--- src/verilog/tlf_pkg.sv ---
package tlf_pkg;
    // Bus geometry
    localparam int          TLF_AW         = 8;
    localparam logic [1:0]  TLF_RESP_OKAY  = 2'h0;
    localparam logic [1:0]  TLF_RESP_SLV   = 2'h2;
    // Register byte addresses
    localparam logic [7:0]  OFF_CTRL       = 8'h00;
    localparam logic [7:0]  OFF_STATUS     = 8'h04;
    localparam logic [7:0]  OFF_RES_INT    = 8'h08;
    localparam logic [7:0]  OFF_RES_EXT    = 8'h0c;
    localparam logic [7:0]  OFF_LIM_INT    = 8'h10;
    localparam logic [7:0]  OFF_LIM_EXT    = 8'h14;
    localparam logic [7:0]  OFF_QUEUE      = 8'h18;
    localparam logic [7:0]  OFF_DIODE      = 8'h1c;
    // Control fields
    localparam int          CT_MASK        = 7;
    localparam int          CT_RECD        = 4;
    localparam int          CT_BETA_EN     = 3;
    localparam int          CT_RANGE       = 2;
    localparam int          CT_FILT        = 8;
    localparam logic [31:0] CTRL_RST       = 32'h0000_0008;
    // Status bit positions
    localparam int          ST_IHIGH       = 6;
    localparam int          ST_ILOW        = 5;
    localparam int          ST_EHIGH       = 4;
    localparam int          ST_ELOW        = 3;
    localparam int          ST_FAULT       = 2;
    // Limits: [7:0] high, [15:8] low, [23:16] critical
    localparam logic [31:0] LIM_RST        = 32'h0055_0055;
    // Queue: [7:0] hysteresis, [10:8] alert count, [14:12] critical count
    localparam logic [31:0] QUEUE_RST      = 32'h0000_110a;
    localparam logic [5:0]  IDEAL_NOM      = 6'h12;
    localparam int          IDEAL_SHIFT    = 9;
    // Series resistance correction, eighths of a degree per ohm times 8
    localparam logic [7:0]  REC_MAX_OHM    = 8'h64;
    localparam logic [13:0] REC_MUL        = 14'h002d;
    localparam int          REC_SHIFT      = 3;
    // Beta compensation settings, values arbitrary
    localparam logic [3:0]  BETA_OFF       = 4'h0;
    localparam logic [3:0]  BETA_DISCRETE  = 4'h7;
    localparam logic [3:0]  BETA_CPU       = 4'h8;
    // Result codes
    localparam logic [10:0] CODE_MAX_DEF   = 11'h3ff;
    localparam logic [10:0] CODE_MAX_EXT   = 11'h7ff;
    localparam logic [14:0] EXT_OFFSET     = 15'h0200;
    localparam logic [1:0]  FILT_OFF       = 2'h0;
    localparam logic [1:0]  FILT_L1        = 2'h1;
endpackage

--- src/verilog/tlf_core.sv ---
// Implementation choices: the register addresses and register access over AXI4-Lite.
`timescale 1ns/10ps
module tlf_core
    import tlf_pkg::*;
(
    input  wire  logic                 aclk,
    input  wire  logic                 aresetn,
    input  wire  logic [TLF_AW-1:0]    s_axi_awaddr,
    input  wire  logic                 s_axi_awvalid,
    output logic                       s_axi_awready,
    input  wire  logic [31:0]          s_axi_wdata,
    input  wire  logic [3:0]           s_axi_wstrb,
    input  wire  logic                 s_axi_wvalid,
    output logic                       s_axi_wready,
    output logic [1:0]                 s_axi_bresp,
    output logic                       s_axi_bvalid,
    input  wire  logic                 s_axi_bready,
    input  wire  logic [TLF_AW-1:0]    s_axi_araddr,
    input  wire  logic                 s_axi_arvalid,
    output logic                       s_axi_arready,
    output logic [31:0]                s_axi_rdata,
    output logic [1:0]                 s_axi_rresp,
    output logic                       s_axi_rvalid,
    input  wire  logic                 s_axi_rready,
    input  wire  logic                 meas_valid,
    input  wire  logic                 meas_ext,
    input  wire  logic signed [13:0]   meas_raw,
    input  wire  logic                 diode_open,
    input  wire  logic                 diode_vdd_short,
    input  wire  logic                 diode_gnd_short,
    input  wire  logic                 substrate_seen,
    input  wire  logic [7:0]           series_ohm,
    output logic [3:0]                 beta_sel,
    output logic                       alert_n,
    output logic                       crit_n
);

    ////////////////////////////////////////////////////////////////////////
    logic [31:0]         ctrl_q;
    logic [31:0]         lim_q [2];
    logic [31:0]         queue_q;
    logic [5:0]          ideal_q;
    logic [3:0]          beta_q;
    logic [10:0]         res_q [2];
    logic [7:0]          status_q;
    logic [1:0]          crit_act_q;
    logic [2:0]          acnt_q [2];
    logic [2:0]          ccnt_q [2];
    logic signed [13:0]  filt_q;
    logic                filt_seed_q;
    logic                aw_held_q;
    logic                w_held_q;
    logic [TLF_AW-1:0]   aw_addr_q;
    logic [31:0]         w_data_q;
    logic [3:0]          w_strb_q;
    logic                do_wr;
    logic                rd_take;
    logic [31:0]         rd_word;
    logic                rd_ok;
    logic                wr_ok;

    // Merge a write under its byte enables
    function automatic logic [31:0] wmerge(input logic [31:0] old, input logic [31:0] nw,
                                           input logic [3:0] strb);
        logic [31:0] r;
        r = old;
        for (int i = 0; i < 4; i++)
        begin
            if (strb[i])
                r[i*8 +: 8] = nw[i*8 +: 8];
        end
        return r;
    endfunction

    // Clamp a temperature in signed eighths into the selected range code
    function automatic logic [10:0] encode(input logic signed [13:0] t, input logic ext);
        logic signed [14:0] v;
        logic [10:0]        mx;
        v  = ext ? $signed({t[13], t}) + $signed(EXT_OFFSET) : $signed({t[13], t});
        mx = ext ? CODE_MAX_EXT : CODE_MAX_DEF;
        if (v < 0)
            return 11'h000;
        else if (v > $signed({4'h0, mx}))
            return mx;
        else
            return v[10:0];
    endfunction

    ////////////////////////////////////////////////////////////////////////
    // Measurement datapath, internal channel index 0, external index 1
    logic                ch;
    logic [7:0]          ohm_c;
    logic [13:0]         corr;
    logic signed [13:0]  t1;
    logic signed [6:0]   idiff;
    logic signed [20:0]  prod;
    logic signed [13:0]  t2;
    logic signed [14:0]  fstep;
    logic signed [13:0]  t3;
    logic                fault;
    logic [10:0]         code;
    logic                hi_e;
    logic                lo_e;
    logic                cr_e;
    logic                cr_rel;
    logic [7:0]          rel_lim;
    logic [2:0]          acnt_d;
    logic [2:0]          ccnt_d;
    logic                qual_a;
    logic                qual_c;

    always_comb
    begin
        ch    = meas_ext;
        ohm_c = (series_ohm > REC_MAX_OHM) ? REC_MAX_OHM : series_ohm;
        corr  = 14'(({6'h00, ohm_c} * REC_MUL) >> REC_SHIFT);
        // Correction applies to the external diode path only
        t1    = (ch && !ctrl_q[CT_RECD]) ? meas_raw - $signed(corr) : meas_raw;
        idiff = $signed({1'b0, IDEAL_NOM}) - $signed({1'b0, ideal_q});
        prod  = t1 * idiff;
        // Gain trim scales with temperature, unlike a plain offset
        t2    = ch ? t1 + 14'(prod >>> IDEAL_SHIFT) : t1;
        fstep = ($signed({t2[13], t2}) - $signed({filt_q[13], filt_q}))
                >>> ((ctrl_q[CT_FILT +: 2] == FILT_L1) ? 1 : 2);
        if (!ch || ctrl_q[CT_FILT +: 2] == FILT_OFF || !filt_seed_q)
            t3 = t2;
        else
            t3 = filt_q + 14'(fstep);
        fault = ch && (diode_open || diode_vdd_short);
        // A short of the negative pin to ground is not a fault; it reads zero and raises the low event
        if (fault || (ch && diode_gnd_short))
            code = 11'h000;
        else
            code = encode(t3, ctrl_q[CT_RANGE]);
        hi_e    = !fault && code[10:3] > lim_q[ch][7:0];
        lo_e    = !fault && (code[10:3] < lim_q[ch][15:8] || (ch && diode_gnd_short));
        cr_e    = !fault && code[10:3] >= lim_q[ch][23:16];
        rel_lim = (lim_q[ch][23:16] >= queue_q[7:0]) ? lim_q[ch][23:16] - queue_q[7:0] : 8'h00;
        cr_rel  = code[10:3] < rel_lim;
        // Saturating consecutive counters; a programmed zero behaves as one
        acnt_d  = (hi_e || lo_e || fault) ? ((acnt_q[ch] == 3'h7) ? 3'h7 : acnt_q[ch] + 3'h1) : 3'h0;
        ccnt_d  = cr_e ? ((ccnt_q[ch] == 3'h7) ? 3'h7 : ccnt_q[ch] + 3'h1) : 3'h0;
        qual_a  = acnt_d != 3'h0 && acnt_d >= queue_q[10:8];
        qual_c  = ccnt_d != 3'h0 && ccnt_d >= queue_q[14:12];
    end

    // Result and counter state per channel, filter state for the external channel only
    always_ff @(posedge aclk)
    begin
        if (!aresetn)
        begin
            res_q[0]    <= 11'h000;
            res_q[1]    <= 11'h000;
            acnt_q[0]   <= 3'h0;
            acnt_q[1]   <= 3'h0;
            ccnt_q[0]   <= 3'h0;
            ccnt_q[1]   <= 3'h0;
            filt_q      <= 14'h0000;
            filt_seed_q <= 1'b0;
        end
        else if (meas_valid)
        begin
            res_q[ch]  <= code;
            acnt_q[ch] <= acnt_d;
            ccnt_q[ch] <= ccnt_d;
            if (ch)
            begin
                filt_q      <= t3;
                filt_seed_q <= 1'b1;
            end
        end
    end

    // Beta setting follows the detected diode type on each external conversion
    always_ff @(posedge aclk)
    begin
        if (!aresetn)
            beta_q <= BETA_OFF;
        else if (meas_valid && ch)
            beta_q <= !ctrl_q[CT_BETA_EN] ? BETA_OFF : (substrate_seen ? BETA_CPU : BETA_DISCRETE);
    end

    ////////////////////////////////////////////////////////////////////////
    // Sticky status; a new event wins over a read that clears in the same cycle
    logic [7:0] st_set;
    always_comb
    begin
        st_set = 8'h00;
        if (meas_valid && qual_a)
        begin
            st_set[ch ? ST_EHIGH : ST_IHIGH] = hi_e;
            st_set[ch ? ST_ELOW : ST_ILOW]   = lo_e;
            st_set[ST_FAULT]                 = fault;
        end
    end

    always_ff @(posedge aclk)
    begin
        if (!aresetn)
            status_q <= 8'h00;
        else if (rd_take && s_axi_araddr == OFF_STATUS)
            status_q <= st_set;
        else
            status_q <= status_q | st_set;
    end

    // Critical latch per channel, released only below limit minus hysteresis
    always_ff @(posedge aclk)
    begin
        if (!aresetn)
            crit_act_q <= 2'b00;
        else if (meas_valid && qual_c)
            crit_act_q[ch] <= 1'b1;
        else if (meas_valid && cr_rel)
            crit_act_q[ch] <= 1'b0;
    end

    // Pins are active low and registered; mask gates the alert only
    always_ff @(posedge aclk)
    begin
        if (!aresetn)
        begin
            alert_n <= 1'b1;
            crit_n  <= 1'b1;
        end
        else
        begin
            alert_n <= !(|status_q[ST_IHIGH:ST_FAULT] && !ctrl_q[CT_MASK]);
            crit_n  <= !(|crit_act_q);
        end
    end

    assign beta_sel = beta_q;

    ////////////////////////////////////////////////////////////////////////
    // Write channel: address and data held independently, then committed
    assign do_wr = aw_held_q && w_held_q && !s_axi_bvalid;

    always_ff @(posedge aclk)
    begin
        if (!aresetn)
        begin
            aw_held_q     <= 1'b0;
            w_held_q      <= 1'b0;
            s_axi_awready <= 1'b0;
            s_axi_wready  <= 1'b0;
            aw_addr_q     <= '0;
            w_data_q      <= 32'h0000_0000;
            w_strb_q      <= 4'h0;
            s_axi_bvalid  <= 1'b0;
            s_axi_bresp   <= TLF_RESP_OKAY;
        end
        else
        begin
            if (s_axi_awvalid && s_axi_awready)
            begin
                aw_held_q     <= 1'b1;
                aw_addr_q     <= s_axi_awaddr;
                s_axi_awready <= 1'b0;
            end
            else if (do_wr || !aw_held_q)
                s_axi_awready <= 1'b1;
            if (s_axi_wvalid && s_axi_wready)
            begin
                w_held_q     <= 1'b1;
                w_data_q     <= s_axi_wdata;
                w_strb_q     <= s_axi_wstrb;
                s_axi_wready <= 1'b0;
            end
            else if (do_wr || !w_held_q)
                s_axi_wready <= 1'b1;
            if (do_wr)
            begin
                aw_held_q    <= 1'b0;
                w_held_q     <= 1'b0;
                s_axi_bvalid <= 1'b1;
                s_axi_bresp  <= wr_ok ? TLF_RESP_OKAY : TLF_RESP_SLV;
            end
            else if (s_axi_bready)
                s_axi_bvalid <= 1'b0;
        end
    end

    assign wr_ok = aw_addr_q == OFF_CTRL || aw_addr_q == OFF_LIM_INT || aw_addr_q == OFF_LIM_EXT
                || aw_addr_q == OFF_QUEUE || aw_addr_q == OFF_DIODE;

    // Writable registers
    always_ff @(posedge aclk)
    begin
        if (!aresetn)
        begin
            ctrl_q   <= CTRL_RST;
            lim_q[0] <= LIM_RST;
            lim_q[1] <= LIM_RST;
            queue_q  <= QUEUE_RST;
            ideal_q  <= IDEAL_NOM;
        end
        else if (do_wr)
        begin
            case (aw_addr_q)
                OFF_CTRL:    ctrl_q   <= wmerge(ctrl_q, w_data_q, w_strb_q);
                OFF_LIM_INT: lim_q[0] <= wmerge(lim_q[0], w_data_q, w_strb_q);
                OFF_LIM_EXT: lim_q[1] <= wmerge(lim_q[1], w_data_q, w_strb_q);
                OFF_QUEUE:   queue_q  <= wmerge(queue_q, w_data_q, w_strb_q);
                OFF_DIODE:   if (w_strb_q[0]) ideal_q <= w_data_q[5:0];
                default:     ;
            endcase
        end
    end

    ////////////////////////////////////////////////////////////////////////
    // Read channel: one outstanding read, answered on the cycle after accept
    assign rd_take = s_axi_arvalid && s_axi_arready;

    always_comb
    begin
        rd_ok = 1'b1;
        case (s_axi_araddr)
            OFF_CTRL:    rd_word = {22'h0, ctrl_q[9:8], ctrl_q[7], 2'h0, ctrl_q[4:2], 2'h0};
            OFF_STATUS:  rd_word = {24'h0, status_q[7:2], crit_act_q[1], crit_act_q[0]};
            OFF_RES_INT: rd_word = {16'h0, res_q[0], 5'h00};
            OFF_RES_EXT: rd_word = {16'h0, res_q[1], 5'h00};
            OFF_LIM_INT: rd_word = {8'h0, lim_q[0][23:0]};
            OFF_LIM_EXT: rd_word = {8'h0, lim_q[1][23:0]};
            OFF_QUEUE:   rd_word = {17'h0, queue_q[14:12], 1'b0, queue_q[10:8], queue_q[7:0]};
            OFF_DIODE:   rd_word = {20'h0, beta_q, 2'h0, ideal_q};
            default:
            begin
                rd_word = 32'h0000_0000;
                rd_ok   = 1'b0;
            end
        endcase
    end

    always_ff @(posedge aclk)
    begin
        if (!aresetn)
        begin
            s_axi_arready <= 1'b0;
            s_axi_rvalid  <= 1'b0;
            s_axi_rdata   <= 32'h0000_0000;
            s_axi_rresp   <= TLF_RESP_OKAY;
        end
        else if (rd_take)
        begin
            s_axi_arready <= 1'b0;
            s_axi_rvalid  <= 1'b1;
            s_axi_rdata   <= rd_word;
            s_axi_rresp   <= rd_ok ? TLF_RESP_OKAY : TLF_RESP_SLV;
        end
        else if (s_axi_rvalid && s_axi_rready)
        begin
            s_axi_rvalid  <= 1'b0;
            s_axi_arready <= 1'b1;
        end
        else if (!s_axi_rvalid)
            s_axi_arready <= 1'b1;
    end

    ////////////////////////////////////////////////////////////////////////
    // Checks
    chk_crit_pin_low:
        assert property (@(posedge aclk) disable iff (!aresetn) |crit_act_q |=> !crit_n)
        else $error("critical output not asserted");
    chk_mask_alert_off:
        assert property (@(posedge aclk) disable iff (!aresetn) ctrl_q[CT_MASK] |=> alert_n)
        else $error("alert asserted while masked");
    chk_fault_zero_result:
        assert property (@(posedge aclk) disable iff (!aresetn)
            meas_valid && meas_ext && (diode_open || diode_vdd_short) |=> res_q[1] == 11'h000)
        else $error("fault result not zero");
    chk_gnd_short_low:
        assert property (@(posedge aclk) disable iff (!aresetn)
            meas_valid && meas_ext && diode_gnd_short && qual_a && !diode_open && !diode_vdd_short
            |=> res_q[1] == 11'h000 && status_q[ST_ELOW])
        else $error("ground short not reported low");
    chk_reset_filter_off:
        assert property (@(posedge aclk) !aresetn |=> ctrl_q[CT_FILT +: 2] == FILT_OFF && !ctrl_q[CT_RANGE])
        else $error("filter or range not default after reset");
    chk_default_clamp:
        assert property (@(posedge aclk) disable iff (!aresetn)
            meas_valid && !meas_ext && !ctrl_q[CT_RANGE] |=> res_q[0] <= CODE_MAX_DEF)
        else $error("default range code exceeds clamp");
    chk_fault_skip_low:
        assert property (@(posedge aclk) disable iff (!aresetn)
            meas_valid && meas_ext && diode_open && !status_q[ST_ELOW] |=> !status_q[ST_ELOW])
        else $error("low flag set on a faulted diode");
    chk_queue_gate:
        assert property (@(posedge aclk) disable iff (!aresetn)
            $rose(status_q[ST_IHIGH]) |-> acnt_q[0] >= queue_q[10:8] && acnt_q[0] != 3'h0)
        else $error("alert flag before consecutive count");
    chk_crit_hold:
        assert property (@(posedge aclk) disable iff (!aresetn)
            crit_act_q[0] && !(meas_valid && !meas_ext) |=> crit_act_q[0])
        else $error("critical latch dropped without a measurement");

endmodule // tlf_core

--- config.mk ---
export PLATFORM = sky130hd
export DESIGN_NAME = tlf_core
export DESIGN_NICKNAME = d
export VERILOG_FILES = /design/src/verilog/tlf_pkg.sv /design/src/verilog/tlf_core.sv
export SDC_FILE = /design/constraint.sdc
export NUM_CORES = 1
export LEC_CHECK = 0
export BUFFER_PORTS_ARGS = -buffer_cell sky130_fd_sc_hd__buf_4
export CAP_MARGIN = 20
export CORE_MARGIN = 2
export CORE_UTILIZATION = 65
export CTS_CLUSTER_SIZE = 12
export DETAILED_ROUTE_END_ITERATION = 12
export PLACE_DENSITY = 0.83
export SYNTH_ARGS = -nofsm -noshare
export SYNTH_HDL_FRONTEND = slang
export SYNTH_SLANG_ARGS = --single-unit
--- constraint.sdc ---
create_clock -name aclk -period 44.7 [get_ports aclk]
set_clock_uncertainty 0.05 [all_clocks]
set_input_delay 6.705 -clock aclk [delete_from_list [all_inputs] [get_ports aclk]]
set_output_delay 6.705 -clock aclk [all_outputs]
set_load 0.1 [all_outputs]
==> run summary <==
The mapped netlist covers 16900 um^2. Multiplexer fraction of the synthesized cell area: 0.0433. Start-to-end type of the worst setup path: in2reg. After synthesis, the cell types taking the most area are edfxtp_1 (15%), dfxtp_1 (14%), ha_1 (13%), fa_1 (9.3%), nand2_1 (4.8%). The post-route core utilization came out at 0.724. The number of buffers added on ports came out at 114.

In this run the count of I/O pins placed on the die edge is 134. Setup repair after global routing left no endpoint under its margin. Maximum operating frequency: 38.8 MHz. The floorplan step set the die width to 165 um. The sequential cell area fraction in the yosys report is 0.287, and the initial DRC count is 1231. Hold buffer count at cts: 0.

Data on the critical path arrives at its endpoint at 26170 ps. For this run the aggregate overflow at the end of global routing stands at 0. Average routed wire per standard cell: 18.8 um. Yosys printed 0 warnings.

For this block, wires on met1 add up to 17600 um. In this run the remaining antenna-violating nets after routing total 0. The tree is rooted in a clkbuf_16. The number of levels in the clock H-tree is 1, and the remaining design rule violation count is 0. Setup total negative slack on the finished layout was measured at 0 ps. The run finished with clean final reports. The signed area change from the synthesized netlist to the final layout works out to 10.5%. The flip-flop cell with the highest count after synthesis was dfxtp_1. The adder and majority gate portion of the synthesized area was 0.220.

The post-synthesis share of cell area spent on xor and xnor gates is 0.0444. The number of buffers created by CTS is 21. The max-slew headroom at the worst pin came out at 0.229.

The pin count of the biggest net entering global routing came out at 88. The async set or reset register ratio after synthesis is 0, and the delay of the slowest cell on the worst path is 860 ps. The logs give 3270 um for the total met3 wirelength after detailed routing and 14300 for the total vias in the final route.

After floorplanning, the core was divided into 59 placement rows. The routed design has 44300 um of wire. Leading area contributor after synthesis: edfxtp_1. The proportion of netlist area held by the largest area contributor came out at 0.146. The simple-gate share of the synthesized area is 0.169. In this run, distinct cell masters in the synthesized netlist total 72. Initial antenna violation count: 0. The via-per-instance ratio is 6.07, and the detailed-placement wirelength estimate is 34200 um. The worst-case setup margin in the final layout was 18890 ps. Ratio of final minimum period to clock period: 0.577. The largest vdd supply drop came out at 0.0325 mV. In this run the worst path has a maximum fanout of 11.

For this run, the post-layout net count is 2347. The run gives 3 as the buffer levels on the longest clock path. The first TritonRoute pass finished after 9 iterations. Setup violations remaining at the end of the flow were counted as 0. Before CTS, the worst setup slack after placement is 18680 ps. The number of storage elements in the synthesis netlist came out at 202.

The final max-slew violation count is 0. The number of clock sinks is 202. Compound-cell area share of the yosys netlist: 0.172.

The worst setup path is launched from an input pin. The analysis attributes to cell leakage a power of 8.70 nW. The measured slew at the worst slew-check pin was 1150 ps. The min-delay analysis places its worst path in the category reg2reg. For the weighted congestion at the end of routability-driven global placement, the log shows 0.924.

The initial cell density of the core is 0.655. Max-cap violations in this run came to 0. In this run, synthesis inferred 82 flip-flops with an integrated enable.

Uppermost layer routed: met4. The share of final-layout standard cells stronger than drive strength 1 works out to 0.0929. STA classifies the critical path endpoint as a register. The synthesized area per cell is 8.84 um^2, and the clock insertion delay at the later pin of the skew report is 500 ps. The die is 165 um tall. The global routing usage summed across all routing layers came out at 0.326. After clock tree synthesis, the repair step resized 0 gates. Routed length on met2: 21500 um. The number of antenna diodes in the final layout is 0. The count of final hold-check violations was 0.

Clock-pin slew was measured on the worst setup and hold paths at 60 ps. In this run the post-CTS setup repair buffer count came out at 0. The cell count after synthesis came out at 1915. Among all stages on the critical path, the largest delay is contributed by a211oi_1. TritonCTS built the clock tree. The number of global-route vias before repair was 14000; the time the final worst path needs with I/O delays and setup was 25810 ps. The run gives 25800 um^2 as the placeable core region. The dominant combinational cell family by area after synthesis was adder cells. For the required arrival time at the worst endpoint, the log shows 45070 ps. Counting stages on the worst path, the most repeated cell is ha_1. Floorplan die area: 27300 um^2. Wire length of the first global-routing pass: 70400 um. Power spread over the standard cell area amounts to 36.5 nW/um^2.
-- metrics by stage --
step	cells	power, mW	hold slack (ps)	cell area [um^2]
after global placement	2317	0.507	385	18000
after CTS	2356	0.678	409	18700
after global routing	2359	0.725	425	18700
after floorplan	1926	0.447	379	17000
final	2359	0.683	408	18700
after detailed placement	2319	0.518	399	18100
-- where the power goes --
group          internal (mW)  leakage (nW)  switching, mW
Clock                 0.0911         0.295         0.0703
Sequential             0.199          1.78        0.00470
Combinational          0.123          6.63          0.195
-- layout by cell type (no fill, tap or decap), types with 7 or more instances in the layout --
cell	n
nor2b_1	57
xnor2_1	49
a21boi_0	45
and2_1	40
conb_1	13
clkbuf_16	22
a21o_1	59
clkbuf_1	12
xor2_1	35
o21ai_0	74
nand2_1	216
buf_4	131
or2_2	9
o21bai_1	9
a22o_1	9
nor2_1	145
a22oi_1	24
dfxtp_1	120
mux2i_1	62
o211ai_1	7
nand4_1	8
o21a_1	15
o22ai_1	12
a221oi_1	11
a21oi_1	80
nor3_1	34
inv_1	202
nand2b_1	37
nand3_1	11
edfxtp_1	82
a211oi_1	17
mux2_2	10
a222oi_1	8
a31oi_1	9
ha_1	171
fa_1	79
-- final timing paths --
| path | from | end | slack [ps] | depth (start not counted) |
|---|---|---|---|---|
| worst max-delay path | series_ohm[1] | register | 18890 | 82 |
| worst max register to register | ideal_q[0] | register | 27810 | 66 |
| worst min register to register | w_data_q[19] | w_data_q[19] | 410 | 2 |
| worst min-delay path | w_data_q[19] | w_data_q[19] | 410 | 2 |
-- sequential cells by signal, indices dropped and copies added (netlist names), 8 cells and up, named ones only --
name and flops:
s_axi_rdata 24, queue_q 14, w_data_q 24, lim_q 48, aw_addr_q 8, filt_q 14, res_q 22
-- worst max-delay path, delay by kind of cell --
family | cells | cell delay [ps]
AOI/OAI and AO/OA | 37 | 8250
adders and majority gates | 15 | 5720
and+or+nand+nor | 18 | 3640
xor gates and xnor gates | 5 | 1100
buffers and inverters | 7 | 710
-- final cells by class --
type                       instances  area (um^2)
multi-input combinational       1448        11000
tap                              335          419
inverter                         203          762
clock buffer                      34          596
fill                            1903         7130
sequential                       202         4860
clock inverter                     3         17.5
timing repair buffer             134         1030
-- Yosys cell counts, drive strengths merged, types with 10 or more instances --
cell / number
nand2b: 38
mux2i: 62
inv: 203
fa: 79
dfxtp: 120
xor2: 35
clkbuf: 55
a221oi: 11
o22ai: 12
nand2: 216
nand3: 11
nor3: 35
ha: 171
o21ai: 79
or2: 11
and2: 40
mux2: 10
a21o: 59
a21oi: 81
buf: 18
xnor2: 50
nor2: 145
a22oi: 24
o21a: 15
a211oi: 18
nor2b: 57
edfxtp: 82
a21boi: 45
-- cells by family (layout without fill, tap and decap cells) --
| group | after synthesis | after routing |
|---|---|---|
| simple gates | 602 | 602 |
| mux | 72 | 72 |
| buf+inv | 276 | 374 |
| xor+xnor | 85 | 85 |
| fa+ha+maj | 250 | 250 |
| flops | 202 | 202 |
| other cells | 2 | 13 |
| compound gates | 426 | 426 |
-- per-layer routing --
layer	global-route usage	up-vias
met5	0	-
li1	-	6784
met1	0.405	6819
met2	0.572	592
met4	0.135	0
met3	0.0452	134
Power figures use the tool's default switching activity.
